`config.mk`:
```
export PLATFORM = sky130hd
export DESIGN_NAME = wdcfg_top
export DESIGN_NICKNAME = d
export VERILOG_FILES = /design/src/hdl/wdcfg_pkg.sv /design/src/hdl/wdcfg_hex.sv /design/src/hdl/wdcfg_top.sv
export SDC_FILE = /design/constraint.sdc
export NUM_CORES = 1
export LEC_CHECK = 0
export ABC_AREA = 1
export ABC_CLOCK_PERIOD_IN_PS = 6900
export BUFFER_PORTS_ARGS = -buffer_cell sky130_fd_sc_hd__buf_2
export CORE_UTILIZATION = 35
export DETAILED_ROUTE_END_ITERATION = 10
export GPL_TIMING_DRIVEN = 0
export SLEW_MARGIN = 30
export SYNTH_ARGS = -nofsm -noshare
export SYNTH_HDL_FRONTEND = slang
export SYNTH_HIERARCHICAL = 1
export SYNTH_SLANG_ARGS = --single-unit
```
`constraint.sdc`:
```
create_clock -name clk -period 6.9 [get_ports clk]
set_input_delay 0.345 -clock clk [delete_from_list [all_inputs] [get_ports clk]]
set_output_delay 0.345 -clock clk [all_outputs]
set_load 0.005 [all_outputs]
```
`src/hdl/wdcfg_pkg.sv`:
```
/*
 * Shared constants and carrier types for the expiry guard command interpreter.
 * Assumes byte-wide characters arrive already deframed from a serial receiver.
 */
`default_nettype none
package wdcfg_pkg;
  localparam int  NUM_SLOTS       = 8;
  localparam int  RX_BUF_LEN      = 12;
  localparam int  TX_BUF_LEN      = 8;
  localparam logic [7:0] CHR_CR     = 8'h0D;
  localparam logic [7:0] CHR_DOLLAR = 8'h24;
  localparam logic [7:0] CHR_BANG   = 8'h21;
  localparam logic [7:0] CHR_QUERY  = 8'h3F;
  localparam logic [7:0] CHR_X      = 8'h58;
  localparam logic [7:0] CHR_R      = 8'h52;
  localparam logic [7:0] CHR_E      = 8'h45;
  localparam logic [7:0] CHR_W      = 8'h57;
  localparam logic [7:0] CHR_S      = 8'h53;
  localparam logic [7:0] CHR_D      = 8'h44;
  localparam logic [15:0] TIMEOUT_RST   = 16'h0000;
  localparam logic [7:0]  SLOT_MASK_RST = 8'h00;
  localparam logic [15:0] CHAN_MASK_RST = 16'h0000;

  typedef struct packed {
    logic       valid;
    logic [7:0] data;
  } wdcfg_char_t;

  typedef struct packed {
    logic [15:0] timeout;
    logic [7:0]  slot_mask;
  } wdcfg_cfg_t;
endpackage : wdcfg_pkg
`default_nettype wire

```
`src/hdl/wdcfg_hex.sv`:
```
/*
 * Hex digit decoder: one ASCII character to a nibble plus a valid flag.
 * Assumes purely combinational use by the interpreter.
 */
`default_nettype none
module wdcfg_hex (
  input  wire logic [7:0] chr,
  output logic      [3:0] nib,
  output logic            ok
);
  // Accept 0-9, A-F and a-f; anything else is a syntax error
  always_comb begin
    nib = 4'h0;
    ok  = 1'b1;
    if (chr >= 8'h30 && chr <= 8'h39) begin
      nib = chr[3:0];
    end else if ((chr >= 8'h41 && chr <= 8'h46) || (chr >= 8'h61 && chr <= 8'h66)) begin
      nib = 4'(chr[3:0] + 4'h9);
    end else begin
      ok = 1'b0;
    end
  end
endmodule : wdcfg_hex
`default_nettype wire

```
`src/hdl/wdcfg_top.sv`:
```
/*
 * Expiry guard configuration command interpreter: collects one frame, checks
 * it, stores timeout and masks, and streams back a reply.
 * Assumes a UART outside: rx chars on a one-cycle strobe, tx_ready handshake.
 */
`default_nettype none
module wdcfg_top #(
  parameter int NSLOT = wdcfg_pkg::NUM_SLOTS
) (
  input  wire logic                   clk,
  input  wire logic                   rst_n,
  input  wire logic [7:0]             station_address,
  input  wire wdcfg_pkg::wdcfg_char_t rx_char,
  input  wire logic                   tx_ready,
  input  wire logic                   guard_expired,
  output var  wdcfg_pkg::wdcfg_char_t tx_char,
  output var  wdcfg_pkg::wdcfg_cfg_t  cfg,
  output logic [NSLOT-1:0]            slot_trip,
  output logic [NSLOT*16-1:0]         chan_trip
);
  localparam int RXL = wdcfg_pkg::RX_BUF_LEN;
  localparam int TXL = wdcfg_pkg::TX_BUF_LEN;

  typedef enum logic [1:0] {WDCFG_IDLE, WDCFG_COLLECT, WDCFG_SEND} wdcfg_state_t;

  wdcfg_state_t            st_q, st_d;
  logic [7:0]              rxb_q [RXL];
  logic [7:0]              rxb_d [RXL];
  logic [3:0]              rlen_q, rlen_d;
  logic                    ovf_q, ovf_d;
  logic [7:0]              txb_q [TXL];
  logic [7:0]              txb_d [TXL];
  logic [3:0]              tlen_q, tlen_d, tpos_q, tpos_d;
  wdcfg_pkg::wdcfg_char_t  tx_q, tx_d;
  wdcfg_pkg::wdcfg_cfg_t   cfg_q, cfg_d;
  logic [15:0]             chm_q [NSLOT];
  logic [15:0]             chm_d [NSLOT];
  logic [NSLOT-1:0]        strip_q, strip_d;
  logic [NSLOT*16-1:0]     ctrip_q, ctrip_d;

  // Hex decode of every one of the twelve receive buffer positions
  logic [3:0] nib [RXL];
  logic       hok [RXL];
  for (genvar g = 0; g < RXL; g++) begin : g_hex
    wdcfg_hex u_hex (
      .chr (rxb_q[g]),
      .nib (nib[g]),
      .ok  (hok[g])
    );
  end

  function automatic logic [7:0] to_hex(input logic [3:0] n);
    to_hex = (n < 4'hA) ? {4'h3, n} : 8'(8'h37 + {4'h0, n});
  endfunction : to_hex

  function automatic logic [3:0] slot_of(input logic [7:0] c);
    slot_of = c[3:0];
  endfunction : slot_of

  function automatic logic slot_ok(input logic [7:0] c);
    slot_ok = (c >= 8'h30) && (c < 8'(8'h30 + NSLOT)) && (c <= 8'h39);
  endfunction : slot_ok

  // Frame collection, decode, config update and reply streaming
  always_comb begin
    logic       addr_ok;
    logic       reply;
    logic       good;
    logic [3:0] sl;
    addr_ok = 1'b0;
    reply   = 1'b0;
    good    = 1'b0;
    sl      = 4'h0;
    st_d    = st_q;
    rxb_d   = rxb_q;
    rlen_d  = rlen_q;
    ovf_d   = ovf_q;
    txb_d   = txb_q;
    tlen_d  = tlen_q;
    tpos_d  = tpos_q;
    tx_d    = '0;
    cfg_d   = cfg_q;
    chm_d   = chm_q;
    case (st_q)
      WDCFG_IDLE: begin
        if (rx_char.valid && rx_char.data == wdcfg_pkg::CHR_DOLLAR) begin
          st_d   = WDCFG_COLLECT;
          rlen_d = 4'h0;
          ovf_d  = 1'b0;
        end
      end
      WDCFG_COLLECT: begin
        if (rx_char.valid && rx_char.data == wdcfg_pkg::CHR_CR) begin
          st_d = WDCFG_IDLE;
          addr_ok = !ovf_q && rlen_q >= 4'd3 && hok[0] && hok[1]
                    && {nib[0], nib[1]} == station_address;
          if (addr_ok && rxb_q[2] == wdcfg_pkg::CHR_X) begin
            if (rlen_q == 4'd4 && rxb_q[3] == wdcfg_pkg::CHR_R) begin
              reply = 1'b1;
              good  = 1'b1;
              for (int k = 0; k < 4; k++)
                txb_d[3+k] = to_hex(cfg_q.timeout[15-4*k -: 4]);
              tlen_d = 4'd7;   // CR goes out after head, address and four digits
            end else if (rlen_q == 4'd7 && hok[3] && hok[4] && hok[5] && hok[6]) begin
              reply = 1'b1;
              good  = 1'b1;
              cfg_d.timeout = {nib[3], nib[4], nib[5], nib[6]};
            end else if (rlen_q == 4'd5 && rxb_q[3] == wdcfg_pkg::CHR_E
                         && rxb_q[4] == wdcfg_pkg::CHR_R) begin
              reply = 1'b1;
              good  = 1'b1;
              txb_d[3] = to_hex(cfg_q.slot_mask[7:4]);
              txb_d[4] = to_hex(cfg_q.slot_mask[3:0]);
              tlen_d   = 4'd5;
            end else if (rlen_q == 4'd7 && rxb_q[3] == wdcfg_pkg::CHR_E
                         && rxb_q[4] == wdcfg_pkg::CHR_W) begin
              reply = 1'b1;
              good  = hok[5] && hok[6];
              if (good) cfg_d.slot_mask = {nib[5], nib[6]};
            end else if (rxb_q[3] == wdcfg_pkg::CHR_S && (rlen_q == 4'd5 || rlen_q == 4'd10)) begin
              reply = 1'b1;
              sl    = slot_of(rxb_q[4]);
              if (rlen_q == 4'd5) begin
                good = slot_ok(rxb_q[4]);
                for (int k = 0; k < 4; k++)
                  txb_d[3+k] = to_hex(chm_q[sl[$clog2(NSLOT)-1:0]][15-4*k -: 4]);
                tlen_d = 4'd7;
              end else begin
                good = slot_ok(rxb_q[4]) && rxb_q[5] == wdcfg_pkg::CHR_D
                       && hok[6] && hok[7] && hok[8] && hok[9] && rlen_q == 4'd10;
                if (good)
                  chm_d[sl[$clog2(NSLOT)-1:0]] = {nib[6], nib[7], nib[8], nib[9]};
              end
            end
          end
          // Malformed or foreign frames stay silent; a wrong slot or mask field gets '?'
          if (reply) begin
            st_d     = WDCFG_SEND;
            tpos_d   = 4'h0;
            txb_d[0] = good ? wdcfg_pkg::CHR_BANG : wdcfg_pkg::CHR_QUERY;
            txb_d[1] = rxb_q[0];
            txb_d[2] = rxb_q[1];
            if (!good || tlen_d == 4'h0) tlen_d = 4'd3;
          end
        end else if (rx_char.valid && rx_char.data == wdcfg_pkg::CHR_DOLLAR) begin
          rlen_d = 4'h0;   // A fresh start character resynchronises
          ovf_d  = 1'b0;
        end else if (rx_char.valid) begin
          if (rlen_q < 4'(RXL)) begin
            rxb_d[rlen_q] = rx_char.data;
            rlen_d = 4'(rlen_q + 4'h1);
          end else begin
            ovf_d = 1'b1;
          end
        end
      end
      WDCFG_SEND: begin
        // Characters received while replying are dropped; half-duplex line
        if (tx_ready) begin
          tx_d.valid = 1'b1;
          tx_d.data  = (tpos_q == tlen_q) ? wdcfg_pkg::CHR_CR : txb_q[tpos_q[2:0]];
          tpos_d     = 4'(tpos_q + 4'h1);
          if (tpos_q == tlen_q) begin
            st_d   = WDCFG_IDLE;
            tlen_d = 4'h0;
          end
        end
      end
      default: st_d = WDCFG_IDLE;
    endcase
  end

  // Expiry fan-out: only enabled slots and channels take the timeout action
  always_comb begin
    for (int s = 0; s < NSLOT; s++) begin
      strip_d[s]             = guard_expired & cfg_q.slot_mask[s % 8];
      ctrip_d[s*16 +: 16]    = {16{guard_expired}} & chm_q[s];
    end
  end

  always_ff @(posedge clk or negedge rst_n) begin
    if (!rst_n) begin
      st_q    <= WDCFG_IDLE;
      rlen_q  <= 4'h0;
      ovf_q   <= 1'b0;
      tlen_q  <= 4'h0;
      tpos_q  <= 4'h0;
      tx_q    <= '0;
      cfg_q   <= '{timeout: wdcfg_pkg::TIMEOUT_RST, slot_mask: wdcfg_pkg::SLOT_MASK_RST};
      strip_q <= '0;
      ctrip_q <= '0;
      for (int i = 0; i < RXL; i++) rxb_q[i] <= 8'h00;
      for (int i = 0; i < TXL; i++) txb_q[i] <= 8'h00;
      for (int i = 0; i < NSLOT; i++) chm_q[i] <= wdcfg_pkg::CHAN_MASK_RST;
    end else begin
      st_q    <= st_d;
      rxb_q   <= rxb_d;
      rlen_q  <= rlen_d;
      ovf_q   <= ovf_d;
      txb_q   <= txb_d;
      tlen_q  <= tlen_d;
      tpos_q  <= tpos_d;
      tx_q    <= tx_d;
      cfg_q   <= cfg_d;
      chm_q   <= chm_d;
      strip_q <= strip_d;
      ctrip_q <= ctrip_d;
    end
  end

  assign tx_char   = tx_q;
  assign cfg       = cfg_q;
  assign slot_trip = strip_q;
  assign chan_trip = ctrip_q;
endmodule : wdcfg_top
`default_nettype wire
```
Word level (Yosys, flattened, before mapping). Index checks and enable logic that the tools add are counted.

Add/sub/neg operators: 21. $lt $le $gt $ge: 72. Equal/unequal tests: 30. Multiplexer cells: 123. Bitwise logic cells: 26. Reductions and logical operators: 88.

Operator list (number): 32-bit 2-to-1 mux (5); 4-bit 2-to-1 mux (40); 8-bit by 7-bit >= comparator with 1-bit output (second input constant) (18); 8-bit by 7-bit less-or-equal comparator with 1-bit output (second input constant) (18); 16-bit bitwise AND (8); 128-bit bitwise mux (1); 96-bit bitwise mux (1); 16-bit 2-to-1 mux (5); 8-bit by 6-bit >= comparator with 1-bit output (second input constant) (9); 8-bit by 6-bit less-or-equal comparator with 1-bit output (second input constant) (9); 6-bit by 4-bit adder with 7-bit output (first input constant) (10); 7-bit 2-to-1 mux (10); 8-bit by 7-bit equality test with 1-bit output (second input constant) (7); 1-bit logical AND (55); 16-bit binary-select mux with 3-bit select (1); 16-bit demux with 3-bit select (1); 4-bit < comparator (second input constant) (11); 1-bit 2-to-1 mux (40); 4-bit adder (second input constant) (9); 8-bit demux with 4-bit select (1); 8-bit 2-to-1 mux (4); 8-bit binary-select mux with 3-bit select (1); 4-bit case mux with 2 select lines (3); 5-bit AND reduction (4); 37 further kinds (89).

Register bits after elaboration: 464. Input port bits: 21. Word-level logic and storage cells: 398.

Depth between registers and ports, before layout.
Depth in word-level cells: 25. Gate-level depth with buffers: 20. Gate-level depth less buffers: 20.

Hierarchy. The synthesis kept the hierarchy.

By module, submodules not included: wdcfg_top (times used 1, cells an instance 2103, area an instance 18661.6 um2, sequential area each 10960.5 um2); wdcfg_hex (times used 9, cells an instance 33, area an instance 175.2 um2, sequential area each 0.0 um2).

Least setup slack after synthesis. Ideal clock, no wire load.

Kind: reg2reg. Start point: register rxb_q[88] (netlist bit). End point: register chm_q[124] (netlist bit). Data arrival time: 2490 ps. Required time: 6773 ps. Setup slack: 4283 ps. Stages on the path, launching flop included: 16. Buffers on the path: 1. Period minus slack after synthesis: 2617 ps. Path through: dfrtp_1 -> inv_1 -> ha_1 -> nor2_1 -> o21ai_1 -> nand3_1 -> nand2_1 -> xnor2_1 -> nand2_1 -> nor2_1 -> nand3_1 -> nor4_4 -> nand3_2 -> buf_2 -> nand2_1 -> o21ai_1.

RTL lines: start, declared (line wdcfg_top.sv:27) `logic [7:0] rxb_q [RXL];`; start signal, assigned (line wdcfg_top.sv:197) `rxb_q <= rxb_d;`; end signal, assigned (line wdcfg_top.sv:205) `chm_q <= chm_d;`; end, declared (line wdcfg_top.sv:36) `logic [15:0] chm_q [NSLOT];`.

Final worst setup path.
Start point: register rxb_q[56] (netlist bit). End point: register txb_q[10] (netlist bit).

Cells in the longest elaborated chain, start to end: 12.

Ends and longest elaborated chain: 3-bit inverter with 4-bit output (implied by the code) (line wdcfg_top.sv:126) `txb_d[3+k] = to_hex(chm_q[sl[$clog2(NSLOT)-1:0]][15-4*k -: 4]);`; 16-bit binary-select mux with 3-bit select (line wdcfg_top.sv:126); 16-bit 2-to-1 mux (implied by the code) (2 in a row) (line wdcfg_top.sv:126); 6-bit by 4-bit adder with 7-bit output / 4-bit < comparator (equally long branches) (line wdcfg_top.sv:53) `to_hex = (n < 4'hA) ? {4'h3, n} : 8'(8'h37 + {4'h0, n});`; 7-bit 2-to-1 mux (line wdcfg_top.sv:53); 32-bit 2-to-1 mux (line wdcfg_top.sv:123) `if (rlen_q == 4'd5) begin`; 32-bit 2-to-1 mux (line wdcfg_top.sv:120) `end else if (rxb_q[3] == wdcfg_pkg::CHR_S && (rlen_q == 4'd5 || rlen_q == 4'd10)) begin`; 32-bit 2-to-1 mux (line wdcfg_top.sv:115) `end else if (rlen_q == 4'd7 && rxb_q[3] == wdcfg_pkg::CHR_E`; 16-bit 2-to-1 mux (line wdcfg_top.sv:108) `end else if (rlen_q == 4'd5 && rxb_q[3] == wdcfg_pkg::CHR_E`; 32-bit 2-to-1 mux (line wdcfg_top.sv:104) `end else if (rlen_q == 4'd7 && hok[3] && hok[4] && hok[5] && hok[6]) begin`; 32-bit 2-to-1 mux (line wdcfg_top.sv:98) `if (rlen_q == 4'd4 && rxb_q[3] == wdcfg_pkg::CHR_R) begin`; end signal, assigned (line wdcfg_top.sv:200) `txb_q <= txb_d;`; end, declared (line wdcfg_top.sv:31) `logic [7:0] txb_q [TXL];`.

Parallel ways exist; a longest one is shown, timed or not. The select of a mux whose other input is x is not followed. A chain may end at the register's enable or synchronous reset.

==> impl.org <==
** GRT
- Summed over all layers, the global routing overflow is 0.
- The first global-routing pass estimated 98600 um of wire.
- Entering global routing, the biggest net connects 87 pins.
- The number of antenna violations at the first check in global routing is 0.
- GRT Total Usage :: 21.6%
- Via count of the first global-routing pass :: 16900

** Clocking
- Post-CTS Hold Buffers :: 1
- TritonCTS built the clock tree.
- Max Buffers Root-to-Sink :: 3
- Number of buffers created by CTS :: 47
- Buffers added to address setup during post-CTS repair amount to 0.
- Clock latency at the later pin of the worst-skew pair :: 610 ps
- Clock slew at reported path FFs :: 60 ps
- The number of gates resized after CTS was 0.
- Clock H-tree levels :: 2
- Library cell used as clock root buffer :: sky130_fd_sc_hd__clkbuf_16
- Sinks on Clock Net :: 438

** Placement
- The count of buffers added on input and output ports is 188.
- HPWL after DPL :: 47900 um
- Worst-case setup slack after placement :: around 3200 ps
- Routability congestion estimate :: 0.912

** STA
- Post-route fraction of the period consumed by the critical path :: 54.4%
- Max-Slew Margin vs Limit :: between 30% and 40%
- Setup violations remaining at the end of the flow were counted as 0.
- After layout, the minimum clock period comes to 3750 ps.
- Final hold vios :: 0
- Final count of pins violating max slew :: 0
- For the pin with the worst max-slew slack, the measured transition is 956 ps.
- After layout, the worst setup slack is 3150 ps.
- Highest Clock Rate :: 266 MHz
- The clock arrives with 36.3 ps of skew.
- Setup repair after global routing left no endpoint under its margin.

** Detailed routing
- Wire length per cell after detailed routing :: 18.6 um
- Routed wire length :: about 64000 um
- Summing over every cut layer, the via total after detailed routing is between 15000 and 20000.
- The count of nets left with antenna violations once routing finished came out at 0.
- Dividing the detail-routed via count by the number of cells gives 5.05.
- DRC violation count after routing :: 0
- Before antenna repair, the detailed router went through 6 iterations.
- Violation count after the first detailed-route iteration :: 1575

** Logic synthesis
- Ranked by instance count, the synthesized netlist is headed by 708 x sky130_fd_sc_hd__nand2_1, 438 x sky130_fd_sc_hd__dfrtp_1, 309 x sky130_fd_sc_hd__inv_1, 152 x sky130_fd_sc_hd__nand3_1, 146 x sky130_fd_sc_hd__nor2_1.
- Gate count of the mapped netlist :: 2400
- Of all flip-flops after synthesis, the portion carrying an async set or reset was 100%.
- The top cell type by area accounts for 54.2% of the synthesized area.
- Syn_nets :: 2463
- By area the synthesized netlist is led by sky130_fd_sc_hd__dfrtp_1 54%, sky130_fd_sc_hd__nand2_1 13%, sky130_fd_sc_hd__inv_1 5.7%.
- Cell area after synthesis :: 20200 um^2
- Number of register bits inferred by synthesis :: 438
- Yosys mapped the design onto 44 distinct sky130hd cell types.
- Of all cell types, the one taking the most synthesized area is sky130_fd_sc_hd__dfrtp_1.
- The most common cell in the synthesized netlist is sky130_fd_sc_hd__nand2_1.
- Counting flops with a built-in enable in the synthesized netlist gives 0.
- Register area share after synthesis :: 54.2%
- Averaged over all synthesized cells, the footprint is 8.43 um^2.
- Number of warnings reported in the yosys synthesis log :: 6
- The most used flip-flop cell after synthesis is sky130_fd_sc_hd__dfrtp_1.

** Cells and area
- In the final layout, the share of cells above drive strength 1 is 13.9%.
- Cells fill 42.5% of the core in the end.
- In the final layout, the multi-input gates occupy 7740 um^2.
- For this run, the post-layout net count is 2706.
- The repair_antennas step left the layout with diodes totalling 0.
- Relative to the synthesized area, the layout overhead comes to 19.1%.
- Fill cell total of the finished layout :: 5495
- Register Area :: 11000 um^2

** Critical path
- Data arrival, critical path :: 4210 ps
- The worst setup path is launched from a flop.
- Class of the most critical setup path :: flop to flop
- Endpoint type of the worst setup path :: flop
- Crit path max fanout :: 10
- Length in cells of the worst reg-to-reg path :: 13
- Required time reported for the critical path endpoint :: between 7000 and 8000 ps

** Power and ir drop
- Total chip power :: between 7 and 8 mW
- The worst-case IR drop observed on VDD is 153 uV.
- P_leak :: 13.1 nW
- PD cells :: 307 nW/um^2

** Die
- Die Area :: about 59000 um^2
- Width of the die :: 242 um
- Measured along the y axis, the die boundary spans approximately 240 um.
- Area of the placeable core :: 56700 um^2
- The initialized floorplan defines 87 standard-cell rows.
- Initial Utilization :: 35.7%
- Number of top-level pins :: 190

** Flow run
- Maxcap violations :: 0

** Worst hold path
- Class of the tightest hold or removal check :: primary input to flop
- Number of cells traversed by the worst hold path :: 4

** Status
- The flow ran to the end, and the final reports show no timing, DRC or antenna violations.
[routing by layer]
metal / up-vias / global-route usage [%] / wire, um
met5: - / 0 / 0
met4: 0 / 6.09 / 1610
met3: 99 / 3.95 / 4140
met2: 621 / 35.0 / 30000
met1: 8492 / 29.5 / 28200
li1: 8160 / - / -
[kinds of logic after synthesis]
group / after synthesis / synth area share, %
compound gates: 407 / 11.3
xor+xnor: 26 / 1.13
fa+ha+maj: 42 / 2.60
buf+inv: 397 / 7.57
flops: 438 / 54.2
mux: 24 / 1.34
simple gates: 1066 / 21.9
[registers in the layout, indices dropped and copies added (netlist names)]
register,flops
rxb_q,80
chm_q,128
rlen_q,4
chan_trip,128
cfg,24
tlen_q,4
st_q,2
txb_q,46
tpos_q,4
ovf_q,1
slot_trip,8
tx_char,9
[critical path: stages, from the launching register on]
cell,delay [ps]
sky130_fd_sc_hd__dfrtp_1,430
sky130_fd_sc_hd__clkbuf_1,190
sky130_fd_sc_hd__nor2_1,500
sky130_fd_sc_hd__clkbuf_1,570
sky130_fd_sc_hd__a22oi_1,280
sky130_fd_sc_hd__nand2_1,140
sky130_fd_sc_hd__inv_1,60
sky130_fd_sc_hd__o21ai_0,510
sky130_fd_sc_hd__inv_1,140
sky130_fd_sc_hd__ha_1,230
sky130_fd_sc_hd__nand2_1,100
sky130_fd_sc_hd__nor2_1,60
sky130_fd_sc_hd__o21ai_0,300
sky130_fd_sc_hd__nand2_1,100
[path summary, 6_finish.rpt]
| kind | start | end | slack [ps] |
|---|---|---|---|
| max in group asynchronous | rst_n | rxb_q[73] | 5420 |
| min in group asynchronous | rst_n | chan_trip[3] | 270 |
| worst max register to register | rxb_q[56] | txb_q[10] | 3150 |
| worst max-delay path | rxb_q[56] | txb_q[10] | 3150 |
| worst min register to register | txb_q[25] | txb_q[25] | 490 |
| worst min-delay path | tx_ready | tpos_q[1] | 220 |
[stage by stage]
step                      hold WS (ps)  instance area, um^2  instances  setup TNS (ps)
final                              224                24100       3437               0
after global routing               216                24100       3437               0
after CTS                          182                24100       3437               0
after detailed placement           304                22300       3349               0
after global placement             477                22100       3344        -1274050
after floorplan                   49.4                20200       2400               0
[power by group]
part / switching [mW] / total [mW] / internal, mW / leakage, nW
sequential: 0.275 / 3.05 / 2.77 / 6.02
clock: 1.12 / 2.92 / 1.81 / 0.887
combinational: 1.03 / 1.41 / 0.384 / 6.18
total: 2.42 / 7.39 / 4.97 / 13.1
[cell type report]
type / count / area share (%)
flip-flops and latches: 438 / 45.5
plain buffers: 87 / 1.53
inverters: 310 / 4.83
clock inverters: 31 / 2.31
well taps: 756 / 3.93
multi-input cells: 1565 / 32.1
clock buffers: 56 / 5.23
repair buffers: 194 / 4.56
[placed cells by master (no fill, tap or decap), drive strengths merged, types with 9 or more instances in the layout]
master  count
nor3       19
a22oi      58
a31oi       9
ha         42
mux2       24
nor2      157
buf       233
a21oi      40
inv       310
nand2     709
xor2       21
clkbuf    103
o21ai     268
bufinv     13
nand3     161
clkinv     16
dfrtp     438
No activity file was read; power rests on OpenSTA's default activity.
